`config.mk`:
```
export PLATFORM = sky130hd
export DESIGN_NAME = sgil_interlock
export DESIGN_NICKNAME = d
export VERILOG_FILES = /design/src/sgil_pkg.sv /design/src/sgil_tmr_if.sv /design/src/sgil_timer.sv /design/src/sgil_interlock.sv
export VERILOG_INCLUDE_DIRS = /design/src
export SDC_FILE = /design/constraint.sdc
export NUM_CORES = 1
export LEC_CHECK = 0
export BUFFER_PORTS_ARGS = -buffer_cell sky130_fd_sc_hd__buf_2
export CAP_MARGIN = 15
export CORE_MARGIN = 4
export CORE_UTILIZATION = 50
export DETAILED_ROUTE_END_ITERATION = 6
export PLACE_DENSITY_LB_ADDON = 0.25
export SYNTH_ARGS = -nofsm -noshare
export SYNTH_HDL_FRONTEND = slang
export SYNTH_SLANG_ARGS = --single-unit
```
`constraint.sdc`:
```
create_clock -name clk_sys_i -period 11.3 [get_ports clk_sys_i]
set_input_delay 2.26 -clock clk_sys_i [delete_from_list [all_inputs] [get_ports clk_sys_i]]
set_output_delay 2.26 -clock clk_sys_i [all_outputs]
set_load 0.1 [all_outputs]
```
`src/sgil_cfg.svh`:
```
// offsets, field positions, reset values and timing constants of the gate interlock
`ifndef SGIL_CFG_SVH
`define SGIL_CFG_SVH

`define SGIL_CLK_KHZ 100000
`define SGIL_T_LOCK_MS 600
`define SGIL_T_LOW_MS 500
`define SGIL_PU_RETRIES 3'h7

`define SGIL_REG_CTRL 8'h00
`define SGIL_REG_STATUS 8'h04
`define SGIL_REG_FLAGS 8'h08

`define SGIL_CTRL_RESET 32'h0000_0001
`define SGIL_CTRL_OUT_EN 0

`define SGIL_FLAG_LOCK_FAULT 0
`define SGIL_FLAG_PLAUS_ERR 1
`define SGIL_FLAG_FORCED 2
`define SGIL_FLAGS_W 3

`define SGIL_ST_ACT 0
`define SGIL_ST_CH1 1
`define SGIL_ST_CH2 2
`define SGIL_ST_REQ 3
`define SGIL_ST_HOLD 4
`define SGIL_ST_SAFE_SWITCHING_OUTPUT 5
`define SGIL_ST_LOCK 6
`define SGIL_ST_MAGNET 7
`define SGIL_ST_UNEQUAL 8
`define SGIL_ST_LOCKOUT 9
`define SGIL_ST_PU_DONE 10
`define SGIL_ST_PU_FAIL 11
`define SGIL_ST_TRIES 12

`endif

```
`src/sgil_pkg.sv`:
```
// types shared by the gate interlock modules
package sgil_pkg;
    typedef logic [7:0] sgil_addr_type;
    typedef logic [31:0] sgil_word_type;

    typedef enum logic [4:0] {
        CH_WAIT_LOW = 5'h01,
        CH_ARMED = 5'h02,
        CH_ON = 5'h04,
        CH_UNEQUAL = 5'h08,
        CH_LOCKOUT = 5'h10
    } sgil_chan_type;

    typedef enum logic [3:0] {
        LK_OPEN = 4'h1,
        LK_WAIT = 4'h2,
        LK_HELD = 4'h4,
        LK_FAIL = 4'h8
    } sgil_lock_type;

    typedef enum logic [2:0] {
        PU_TEST = 3'h1,
        PU_DONE = 3'h2,
        PU_FAIL = 3'h4
    } sgil_pu_type;
endpackage

```
`src/sgil_tmr_if.sv`:
```
// control and result signals of one interval timer
`timescale 1ns/1ps
`default_nettype none
interface sgil_tmr_if;
    logic start;
    logic run;
    logic expired;
    modport ctl (output start, output run, input expired);
    modport tmr (input start, input run, output expired);
endinterface
`default_nettype wire

```
`src/sgil_timer.sv`:
```
// interval timer: counts while run is high, flags expiry after limit cycles
`timescale 1ns/1ps
`default_nettype none
module sgil_timer #(
    parameter int unsigned LIMIT = 32'd1
) (
    input wire logic clk_sys_i,
    input wire logic rst_i,
    sgil_tmr_if.tmr tmr
);
    logic [31:0] cnt;

    // restart on start pulse or when run drops
    always_ff @(posedge clk_sys_i or posedge rst_i) begin
        if (rst_i) begin
            cnt <= 32'h0000_0000;
        end else if (tmr.start || !tmr.run) begin
            cnt <= 32'h0000_0000;
        end else if (!tmr.expired) begin
            cnt <= cnt + 32'h0000_0001;
        end
    end

    always_ff @(posedge clk_sys_i or posedge rst_i) begin
        if (rst_i) begin
            tmr.expired <= 1'b0;
        end else if (tmr.start || !tmr.run) begin
            tmr.expired <= 1'b0;
        end else if (cnt == 32'(LIMIT - 1)) begin
            tmr.expired <= 1'b1;
        end
    end
endmodule
`default_nettype wire

```
`src/sgil_interlock.sv`:
```
// gate interlock: safety outputs, input plausibility, guard lock and apb registers
//
// Operation
// - outputs high only with actuator and both inputs
// - outputs low without actuator or with inputs low
// - outputs ignore guard lock state
// - lock status rises when actuator arrives
// - lock status stays high if force reached in time
// - lock status stays high while request low
// - lock status drops when actuator leaves
// - lock status drops on holding force timeout
// - after failure, need long low request then high
// - one input drop shows unequal state
// - dropped input returning locks outputs off
// - both inputs low before an accepted rise; after reset the cleared synchronisers already count as both low
// - magnet on only with request and actuator
// - power-up force test with seven retries
// - power-up retries leave lock status alone
// - forced opening shuts the safety outputs
// - input indicator flashes during partial operation
// - lock fault shown on timeout or forced opening
//
// Chosen here: the APB register port and the register addresses.
`include "sgil_cfg.svh"
`timescale 1ns/1ps
`default_nettype none
module sgil_interlock #(
    parameter int unsigned HOLD_CYCLES = `SGIL_T_LOCK_MS * `SGIL_CLK_KHZ,
    parameter int unsigned LOW_CYCLES = `SGIL_T_LOW_MS * `SGIL_CLK_KHZ
) (
    input wire logic clk_sys_i,
    input wire logic rst_i,
    input wire logic actuator_present_i,
    input wire logic chain_input_ch1_i,
    input wire logic chain_input_ch2_i,
    input wire logic lock_request_in_i,
    input wire logic holding_force_ok_i,
    input wire logic psel_i,
    input wire logic penable_i,
    input wire logic pwrite_i,
    input wire sgil_pkg::sgil_addr_type paddr_i,
    input wire sgil_pkg::sgil_word_type pwdata_i,
    output sgil_pkg::sgil_word_type prdata_o,
    output logic pready_o,
    output logic pslverr_o,
    output logic safe_switching_output_ch1_o,
    output logic safe_switching_output_ch2_o,
    output logic lock_status_out_o,
    output logic magnet_on_o,
    output logic input_flash_o,
    output logic lock_fault_o
);
    import sgil_pkg::*;

    logic [5:0] sync1;
    logic [5:0] sync2;
    logic act_s;
    logic ch1_s;
    logic ch2_s;
    logic req_s;
    logic hold_s;
    logic req_d;
    sgil_chan_type ch_state;
    sgil_chan_type next_ch;
    sgil_lock_type lk_state;
    sgil_lock_type next_lk;
    sgil_pu_type pu_state;
    sgil_pu_type next_pu;
    logic [2:0] pu_tries;
    logic pu_retry;
    logic ch_on;
    logic forced;
    logic next_safe_switching_output;
    logic next_status;
    logic [31:0] ctrl;
    logic [`SGIL_FLAGS_W-1:0] flags;
    logic [`SGIL_FLAGS_W-1:0] flag_set;
    logic [`SGIL_FLAGS_W-1:0] flag_clr;
    logic [`SGIL_FLAGS_W-1:0] next_flags;
    logic [31:0] status;
    logic acc;
    logic wr;

    sgil_tmr_if hold_tmr ();
    sgil_tmr_if low_tmr ();

    // two-stage synchronisers for all pin inputs
    always_ff @(posedge clk_sys_i or posedge rst_i) begin
        if (rst_i) begin
            sync1 <= 6'h00;
            sync2 <= 6'h00;
            req_d <= 1'b0;
        end else begin
            sync1 <= {1'b1, holding_force_ok_i, lock_request_in_i, chain_input_ch2_i,
                      chain_input_ch1_i, actuator_present_i};
            sync2 <= sync1;
            req_d <= req_s;
        end
    end

    assign act_s = sync2[0];
    assign ch1_s = sync2[1];
    assign ch2_s = sync2[2];
    assign req_s = sync2[3];
    assign hold_s = sync2[4];

    // input plausibility
    always_comb begin
        next_ch = ch_state;
        case (ch_state)
            CH_WAIT_LOW: begin
                if (!ch1_s && !ch2_s) next_ch = CH_ARMED;
            end
            CH_ARMED: begin
                if (ch1_s && ch2_s) next_ch = CH_ON;
            end
            CH_ON: begin
                if (!ch1_s && !ch2_s) next_ch = CH_ARMED;
                else if (ch1_s != ch2_s) next_ch = CH_UNEQUAL;
            end
            CH_UNEQUAL: begin
                if (!ch1_s && !ch2_s) next_ch = CH_ARMED;
                else if (ch1_s && ch2_s) next_ch = CH_LOCKOUT;
            end
            CH_LOCKOUT: begin
                if (!ch1_s && !ch2_s) next_ch = CH_ARMED;
            end
            default: next_ch = CH_WAIT_LOW;
        endcase
    end

    always_ff @(posedge clk_sys_i or posedge rst_i) begin
        if (rst_i) begin
            ch_state <= CH_WAIT_LOW;
        end else begin
            ch_state <= next_ch;
        end
    end

    assign ch_on = (ch_state == CH_ON);
    // power-up holding force test
    assign pu_retry = (pu_state == PU_TEST) && act_s && req_s && !hold_s &&
                      hold_tmr.expired && (pu_tries != `SGIL_PU_RETRIES);
    always_comb begin
        next_pu = pu_state;
        case (pu_state)
            PU_TEST: begin
                if (sync2[5] && (!act_s || !req_s || hold_s)) begin // inputs settled
                    next_pu = PU_DONE;
                end else if (hold_tmr.expired && pu_tries == `SGIL_PU_RETRIES) begin
                    next_pu = PU_FAIL;
                end
            end
            PU_DONE: next_pu = PU_DONE;
            PU_FAIL: next_pu = PU_FAIL;
            default: next_pu = PU_TEST;
        endcase
    end

    always_ff @(posedge clk_sys_i or posedge rst_i) begin
        if (rst_i) begin
            pu_state <= PU_TEST;
            pu_tries <= 3'h0;
        end else begin
            pu_state <= next_pu;
            if (pu_retry) begin
                pu_tries <= pu_tries + 3'h1;
            end
        end
    end

    // guard lock sequence
    always_comb begin
        next_lk = lk_state;
        if (!act_s) begin
            next_lk = LK_OPEN;
        end else if (pu_state == PU_TEST) begin
            next_lk = LK_HELD;
        end else begin
            case (lk_state)
                LK_OPEN: next_lk = req_s ? LK_WAIT : LK_HELD;
                LK_HELD: begin
                    if (req_s && !req_d) next_lk = LK_WAIT;
                end
                LK_WAIT: begin
                    if (!req_s) next_lk = LK_HELD;
                    else if (hold_s) next_lk = LK_HELD;
                    else if (hold_tmr.expired) next_lk = LK_FAIL;
                end
                LK_FAIL: begin
                    if (req_s && !req_d && low_tmr.expired) next_lk = LK_WAIT;
                end
                default: next_lk = LK_OPEN;
            endcase
        end
    end

    always_ff @(posedge clk_sys_i or posedge rst_i) begin
        if (rst_i) begin
            lk_state <= LK_OPEN;
        end else begin
            lk_state <= next_lk;
        end
    end

    // timers on the system clock
    assign hold_tmr.run = act_s && req_s && ((pu_state == PU_TEST) || (lk_state == LK_WAIT));
    assign hold_tmr.start = pu_retry || (next_lk == LK_WAIT && lk_state != LK_WAIT);
    assign low_tmr.run = (lk_state == LK_FAIL) && !req_s;
    assign low_tmr.start = 1'b0;

    sgil_timer #(.LIMIT(HOLD_CYCLES)) u_hold_timer (
        .clk_sys_i(clk_sys_i),
        .rst_i(rst_i),
        .tmr(hold_tmr)
    );
    sgil_timer #(.LIMIT(LOW_CYCLES)) u_low_timer (
        .clk_sys_i(clk_sys_i),
        .rst_i(rst_i),
        .tmr(low_tmr)
    );

    // safety outputs, lock status and magnet
    assign forced = (lk_state == LK_HELD) && magnet_on_o && !act_s;
    assign next_safe_switching_output = act_s && ch_on && !forced && (pu_state == PU_DONE) &&
                       ctrl[`SGIL_CTRL_OUT_EN];
    assign next_status = act_s && ((pu_state == PU_TEST) ||
                         (next_lk == LK_WAIT) || (next_lk == LK_HELD));

    always_ff @(posedge clk_sys_i or posedge rst_i) begin
        if (rst_i) begin
            safe_switching_output_ch1_o <= 1'b0;
            safe_switching_output_ch2_o <= 1'b0;
        end else begin
            safe_switching_output_ch1_o <= next_safe_switching_output;
            safe_switching_output_ch2_o <= next_safe_switching_output;
        end
    end

    always_ff @(posedge clk_sys_i or posedge rst_i) begin
        if (rst_i) begin
            lock_status_out_o <= 1'b0;
            magnet_on_o <= 1'b0;
            input_flash_o <= 1'b0;
        end else begin
            lock_status_out_o <= next_status;
            magnet_on_o <= act_s && req_s;
            input_flash_o <= (next_ch == CH_UNEQUAL) || (next_ch == CH_LOCKOUT);
        end
    end

    // sticky event flags, set wins over clear
    always_comb begin
        flag_set = '0;
        flag_set[`SGIL_FLAG_LOCK_FAULT] = (next_lk == LK_FAIL && lk_state == LK_WAIT) ||
                                          (next_pu == PU_FAIL && pu_state == PU_TEST);
        flag_set[`SGIL_FLAG_PLAUS_ERR] = (next_ch == CH_LOCKOUT) && (ch_state != CH_LOCKOUT);
        flag_set[`SGIL_FLAG_FORCED] = forced;
        flag_clr = (wr && paddr_i == `SGIL_REG_FLAGS) ? pwdata_i[`SGIL_FLAGS_W-1:0] : '0;
        next_flags = (flags & ~flag_clr) | flag_set;
    end

    always_ff @(posedge clk_sys_i or posedge rst_i) begin
        if (rst_i) begin
            flags <= '0;
            lock_fault_o <= 1'b0;
        end else begin
            flags <= next_flags;
            lock_fault_o <= next_flags[`SGIL_FLAG_LOCK_FAULT] ||
                            next_flags[`SGIL_FLAG_FORCED];
        end
    end

    // apb slave, one wait state per access
    assign acc = psel_i && penable_i && !pready_o;
    assign wr = psel_i && penable_i && pready_o && pwrite_i;

    always_comb begin
        status = 32'h0000_0000;
        status[`SGIL_ST_ACT] = act_s;
        status[`SGIL_ST_CH1] = ch1_s;
        status[`SGIL_ST_CH2] = ch2_s;
        status[`SGIL_ST_REQ] = req_s;
        status[`SGIL_ST_HOLD] = hold_s;
        status[`SGIL_ST_SAFE_SWITCHING_OUTPUT] = safe_switching_output_ch1_o;
        status[`SGIL_ST_LOCK] = lock_status_out_o;
        status[`SGIL_ST_MAGNET] = magnet_on_o;
        status[`SGIL_ST_UNEQUAL] = (ch_state == CH_UNEQUAL);
        status[`SGIL_ST_LOCKOUT] = (ch_state == CH_LOCKOUT);
        status[`SGIL_ST_PU_DONE] = (pu_state == PU_DONE);
        status[`SGIL_ST_PU_FAIL] = (pu_state == PU_FAIL);
        status[`SGIL_ST_TRIES +: 3] = pu_tries;
    end

    always_ff @(posedge clk_sys_i or posedge rst_i) begin
        if (rst_i) begin
            pready_o <= 1'b0;
            pslverr_o <= 1'b0;
            prdata_o <= 32'h0000_0000;
        end else begin
            pready_o <= acc;
            if (acc) begin
                pslverr_o <= 1'b0;
                prdata_o <= 32'h0000_0000;
                case (paddr_i)
                    `SGIL_REG_CTRL: prdata_o <= pwrite_i ? 32'h0000_0000 : ctrl;
                    `SGIL_REG_STATUS: prdata_o <= pwrite_i ? 32'h0000_0000 : status;
                    `SGIL_REG_FLAGS: prdata_o <= pwrite_i ? 32'h0000_0000 :
                                                 {29'h0000_0000, flags};
                    default: pslverr_o <= 1'b1;
                endcase
            end else begin
                pslverr_o <= 1'b0;
            end
        end
    end

    always_ff @(posedge clk_sys_i or posedge rst_i) begin
        if (rst_i) begin
            ctrl <= `SGIL_CTRL_RESET;
        end else if (wr && paddr_i == `SGIL_REG_CTRL) begin
            ctrl <= {31'h0000_0000, pwdata_i[`SGIL_CTRL_OUT_EN]};
        end
    end

    // checks
    a_safe_switching_output_cause: assert property (@(posedge clk_sys_i) disable iff (rst_i)
        safe_switching_output_ch1_o |-> $past(act_s) && $past(ch_on))
        else $error("safety output high without actuator and both inputs");
    a_safe_switching_output_off_input: assert property (@(posedge clk_sys_i) disable iff (rst_i)
        !ch1_s || !ch2_s |-> ##2 !safe_switching_output_ch1_o && !safe_switching_output_ch2_o)
        else $error("safety output high after input loss");
    a_safe_switching_output_off_absent: assert property (@(posedge clk_sys_i) disable iff (rst_i)
        !act_s |=> !safe_switching_output_ch1_o && !safe_switching_output_ch2_o)
        else $error("safety output high without actuator");
    a_safe_switching_output_lock_indep: assert property (@(posedge clk_sys_i) disable iff (rst_i)
        act_s && ch_on && (pu_state == PU_DONE) && ctrl[`SGIL_CTRL_OUT_EN] && !forced
        |=> safe_switching_output_ch1_o && safe_switching_output_ch2_o)
        else $error("safety output held off by lock state");
    a_status_enter: assert property (@(posedge clk_sys_i) disable iff (rst_i)
        $rose(act_s) |=> lock_status_out_o)
        else $error("lock status not raised on actuator arrival");
    a_status_leave: assert property (@(posedge clk_sys_i) disable iff (rst_i)
        !act_s |=> !lock_status_out_o)
        else $error("lock status high without actuator");
    a_hold_timeout: assert property (@(posedge clk_sys_i) disable iff (rst_i)
        (lk_state == LK_WAIT) && act_s && req_s && !hold_s && hold_tmr.expired
        && (pu_state != PU_TEST) |=> !lock_status_out_o ##1 !lock_status_out_o)
        else $error("lock status stays high after force timeout");
    a_fail_rearm: assert property (@(posedge clk_sys_i) disable iff (rst_i)
        (lk_state == LK_FAIL) && !low_tmr.expired |=> lk_state != LK_WAIT)
        else $error("lock rearmed before minimum low time");
    a_unequal_seen: assert property (@(posedge clk_sys_i) disable iff (rst_i)
        ch_on && (ch1_s != ch2_s) |=> (ch_state == CH_UNEQUAL) && input_flash_o)
        else $error("single channel drop not reported");
    a_lockout_off: assert property (@(posedge clk_sys_i) disable iff (rst_i)
        (ch_state == CH_LOCKOUT) |->
        (flags[`SGIL_FLAG_PLAUS_ERR] || $past(ch_state == CH_LOCKOUT)) ##1
        !safe_switching_output_ch1_o && !safe_switching_output_ch2_o)
        else $error("outputs on or no error flag during partial operation lock");
    a_magnet_cause: assert property (@(posedge clk_sys_i) disable iff (rst_i)
        magnet_on_o |-> $past(act_s) && $past(req_s))
        else $error("magnet on without request and actuator");
    a_pu_retries: assert property (@(posedge clk_sys_i) disable iff (rst_i)
        (pu_state == PU_FAIL) |-> pu_tries == `SGIL_PU_RETRIES && !safe_switching_output_ch1_o)
        else $error("power-up test gave up early or outputs on");
endmodule
`default_nettype wire

```
==> impl_metrics.json <==
{
  "design_area_sq_um": 7070,
  "clock_latency_ns": 0.42,
  "die_h_microns": 119,
  "p_leak_nw": 2.96,
  "drt_iter0_drc": 273,
  "period_minus_slack_ns": 3.99,
  "required_ns": 11.65,
  "io_pins": 90,
  "drtPass1Iterations": 5,
  "cp_slowest_cell": "nor3b_2",
  "ant_nets": 0,
  "grt_overflow_total": 0,
  "syn_avg_cell_area_sq_um": 9.93,
  "min-delay-start": "sync1[4]",
  "ys_warn_count": 0,
  "worst_slew_pin_slew_ns": 1.05,
  "fin_crit_sh": 0.353,
  "power_density_nw_per_um2": 166,
  "grt_max_degree": 71,
  "place_area_sq_um": 6420,
  "drive_above_1_share": 0.138,
  "antenna_found_initial": 0,
  "grt_pass1_vias": 4594,
  "die-area_sq_um": 14200,
  "synthCells": 623,
  "max_slew_margin": 0.300,
  "ctsHoldBuffers": 0,
  "initial_core_util": 0.513,
  "fp.dieW_microns": 119,
  "cp_max_fo": 12,
  "async_flop_share": 1.00,
  "synth_edf_count": 0,
  "vias": 4913,
  "track_usage": 0.187,
  "cp-end-kind": "register",
  "hold_violations": 0,
  "critPathArrivalTime_ns": 4.34,
  "vias_per_cell": 5.88,
  "fmax_mhz": 251,
  "maxSlewViolCount": 0,
  "hp-class": "reg2reg",
  "fin_skew_ns": 0.00762,
  "layout_common_cells": "dfrtp_1, a21oi_1, buf_2, nand2_1, o31ai_1",
  "cts_resized": 0,
  "pre_cts_ws_ns": 6.88,
  "drcViolationCount": 0,
  "finalWeightedCongestion": 0.790,
  "cp_cell_sequence": "buf_2 > or4_1 > or3_1 > nor3b_2 > a32o_1",
  "dp.cells": 803,
  "core_area_sq_um": 12100,
  "final_common_cell": "dfrtp_1",
  "critical_path.endpoint": "prdata_o[8]",
  "drt_wl_total_microns": 12800,
  "hpwl_microns": 8530,
  "yosysSeqAreaShare": 0.486,
  "clock_path_buffers": 2,
  "status": "complete, no violations",
  "port_buffers": 43,
  "reg2reg_depth": 4,
  "use_met1": 0.246,
  "cts.sinks": 120,
  "grt.busiest_layer": "met2",
  "cts_made_buffers": 17,
  "synth_ff_type": "dfrtp_1",
  "grtUsageMet2": 0.294,
  "syn_area_sq_um": 6190,
  "r2r-start": "pu_state[0]",
  "gr-usage-met3": 0.0522,
  "final_util": 0.586,
  "fin_cells": 835,
  "synth-seq-cells": 120,
  "startpoint_type": "input pin",
  "cts_root_buffer": "clkbuf_16",
  "ir_drop_mv": 0.0956,
  "grt_first_pass_wirelength_microns": 21800,
  "synth.distinct_cells": 58,
  "area_delta_synth_final_pct": 14.2,
  "finalSetupTns_ns": 0,
  "rsz0062_at_grt": "false",
  "worstSetupPathType": "in2reg",
  "timing.hold.ws_ns": 0.349,
  "whs_path_depth": 0,
  "fin_nets": 710,
  "n_antenna_cell": 0,
  "timing.rr.end": "u_hold_timer.cnt[30]",
  "rows": 40,
  "cpPeakStageDelay_ns": 0.69,
  "rrSetupSlack_ns": 8.66,
  "finalSetupViolCount": 0,
  "setup_slack_ns": 7.31,
  "total_power_mw": 1.17,
  "post_cts_buffers": 0,
  "h-tree-depth": 4,
  "fill_cells": 1028,
  "cts_tree": "yes",
  "startpoint": "paddr_i[5]",
  "drv_cap": 0,
  "wl_per_cell_microns": 15.4,
  "path_clk_slew_ns": 0.06
}
-- metal layers --
metal  wire, microns  vias to the layer above
met5               0                        -
li1                -                     2369
met2            6160                       84
met1            5950                     2442
met3             499                       18
met4             214                        0
-- cells in the mapped netlist, types with 12 or more instances --
library cell | n | share of area
a21oi_1 | 48 | 0.039
a22o_1 | 12 | 0.017
and3_1 | 15 | 0.015
buf_4 | 18 | 0.022
clkbuf_1 | 25 | 0.015
dfrtp_1 | 116 | 0.47
inv_1 | 21 | 0.013
nand2_1 | 39 | 0.024
nand3_1 | 20 | 0.016
nand4_1 | 23 | 0.023
nor2_1 | 34 | 0.021
o21ai_0 | 20 | 0.016
o31ai_1 | 36 | 0.044
or4_1 | 35 | 0.042
-- kinds of logic (layout without fill, tap and decap cells) --
logic type,Yosys count,in the layout,share of synthesized area
AOI/OAI and AO/OA,139,139,0.147
xor gates and xnor gates,21,21,0.0297
and+or+nand+nor,257,257,0.254
muxes,9,9,0.0152
other,2,18,0.00121
buffers and inverters,69,97,0.0548
adders and majority gates,6,6,0.0121
DFF,120,120,0.486
-- state kept, by name, summed over array words and instances (netlist names), 3 cells and up --
register	flops
u_low_timer.cnt	32
sync1	6
ch_state	5
lk_state	4
flags	3
prdata_o	15
pu_tries	3
pu_state	3
u_hold_timer.cnt	32
sync2	6
-- report_power, final --
group | internal (mW) | switching [mW] | leakage [nW]
registers | 0.448 | 0.0198 | 1.61
clock network | 0.397 | 0.193 | 0.314
logic | 0.0297 | 0.0878 | 1.03
total | 0.874 | 0.301 | 2.96
-- final cells by class --
type | count | area (sq um) | share of cell area
clock buffers | 20 | 447 | 0.0632
clock inverters | 12 | 199 | 0.0281
inverters | 21 | 81.3 | 0.0115
multi-input cells | 450 | 2900 | 0.410
flip-flops and latches | 120 | 3010 | 0.425
well taps | 168 | 210 | 0.0297
repair buffers | 44 | 223 | 0.0315
-- worst min path at each step --
stage / end / slack [ns]
floorplan: sync2[0] / 0.33
global placement: sync2[5] / 0.33
CTS: sync2[4] / 0.35
detailed placement: sync2[1] / 0.34
global route: sync2[2] / 0.36
finish: sync2[4] / 0.35
-- critical path: cells and delay by family --
kind,cells,cell delay [ns]
simple gates,3,1.70
compound gates,1,0.29
buf+inv,1,0.09
No activity file was read; power rests on OpenSTA's default activity.
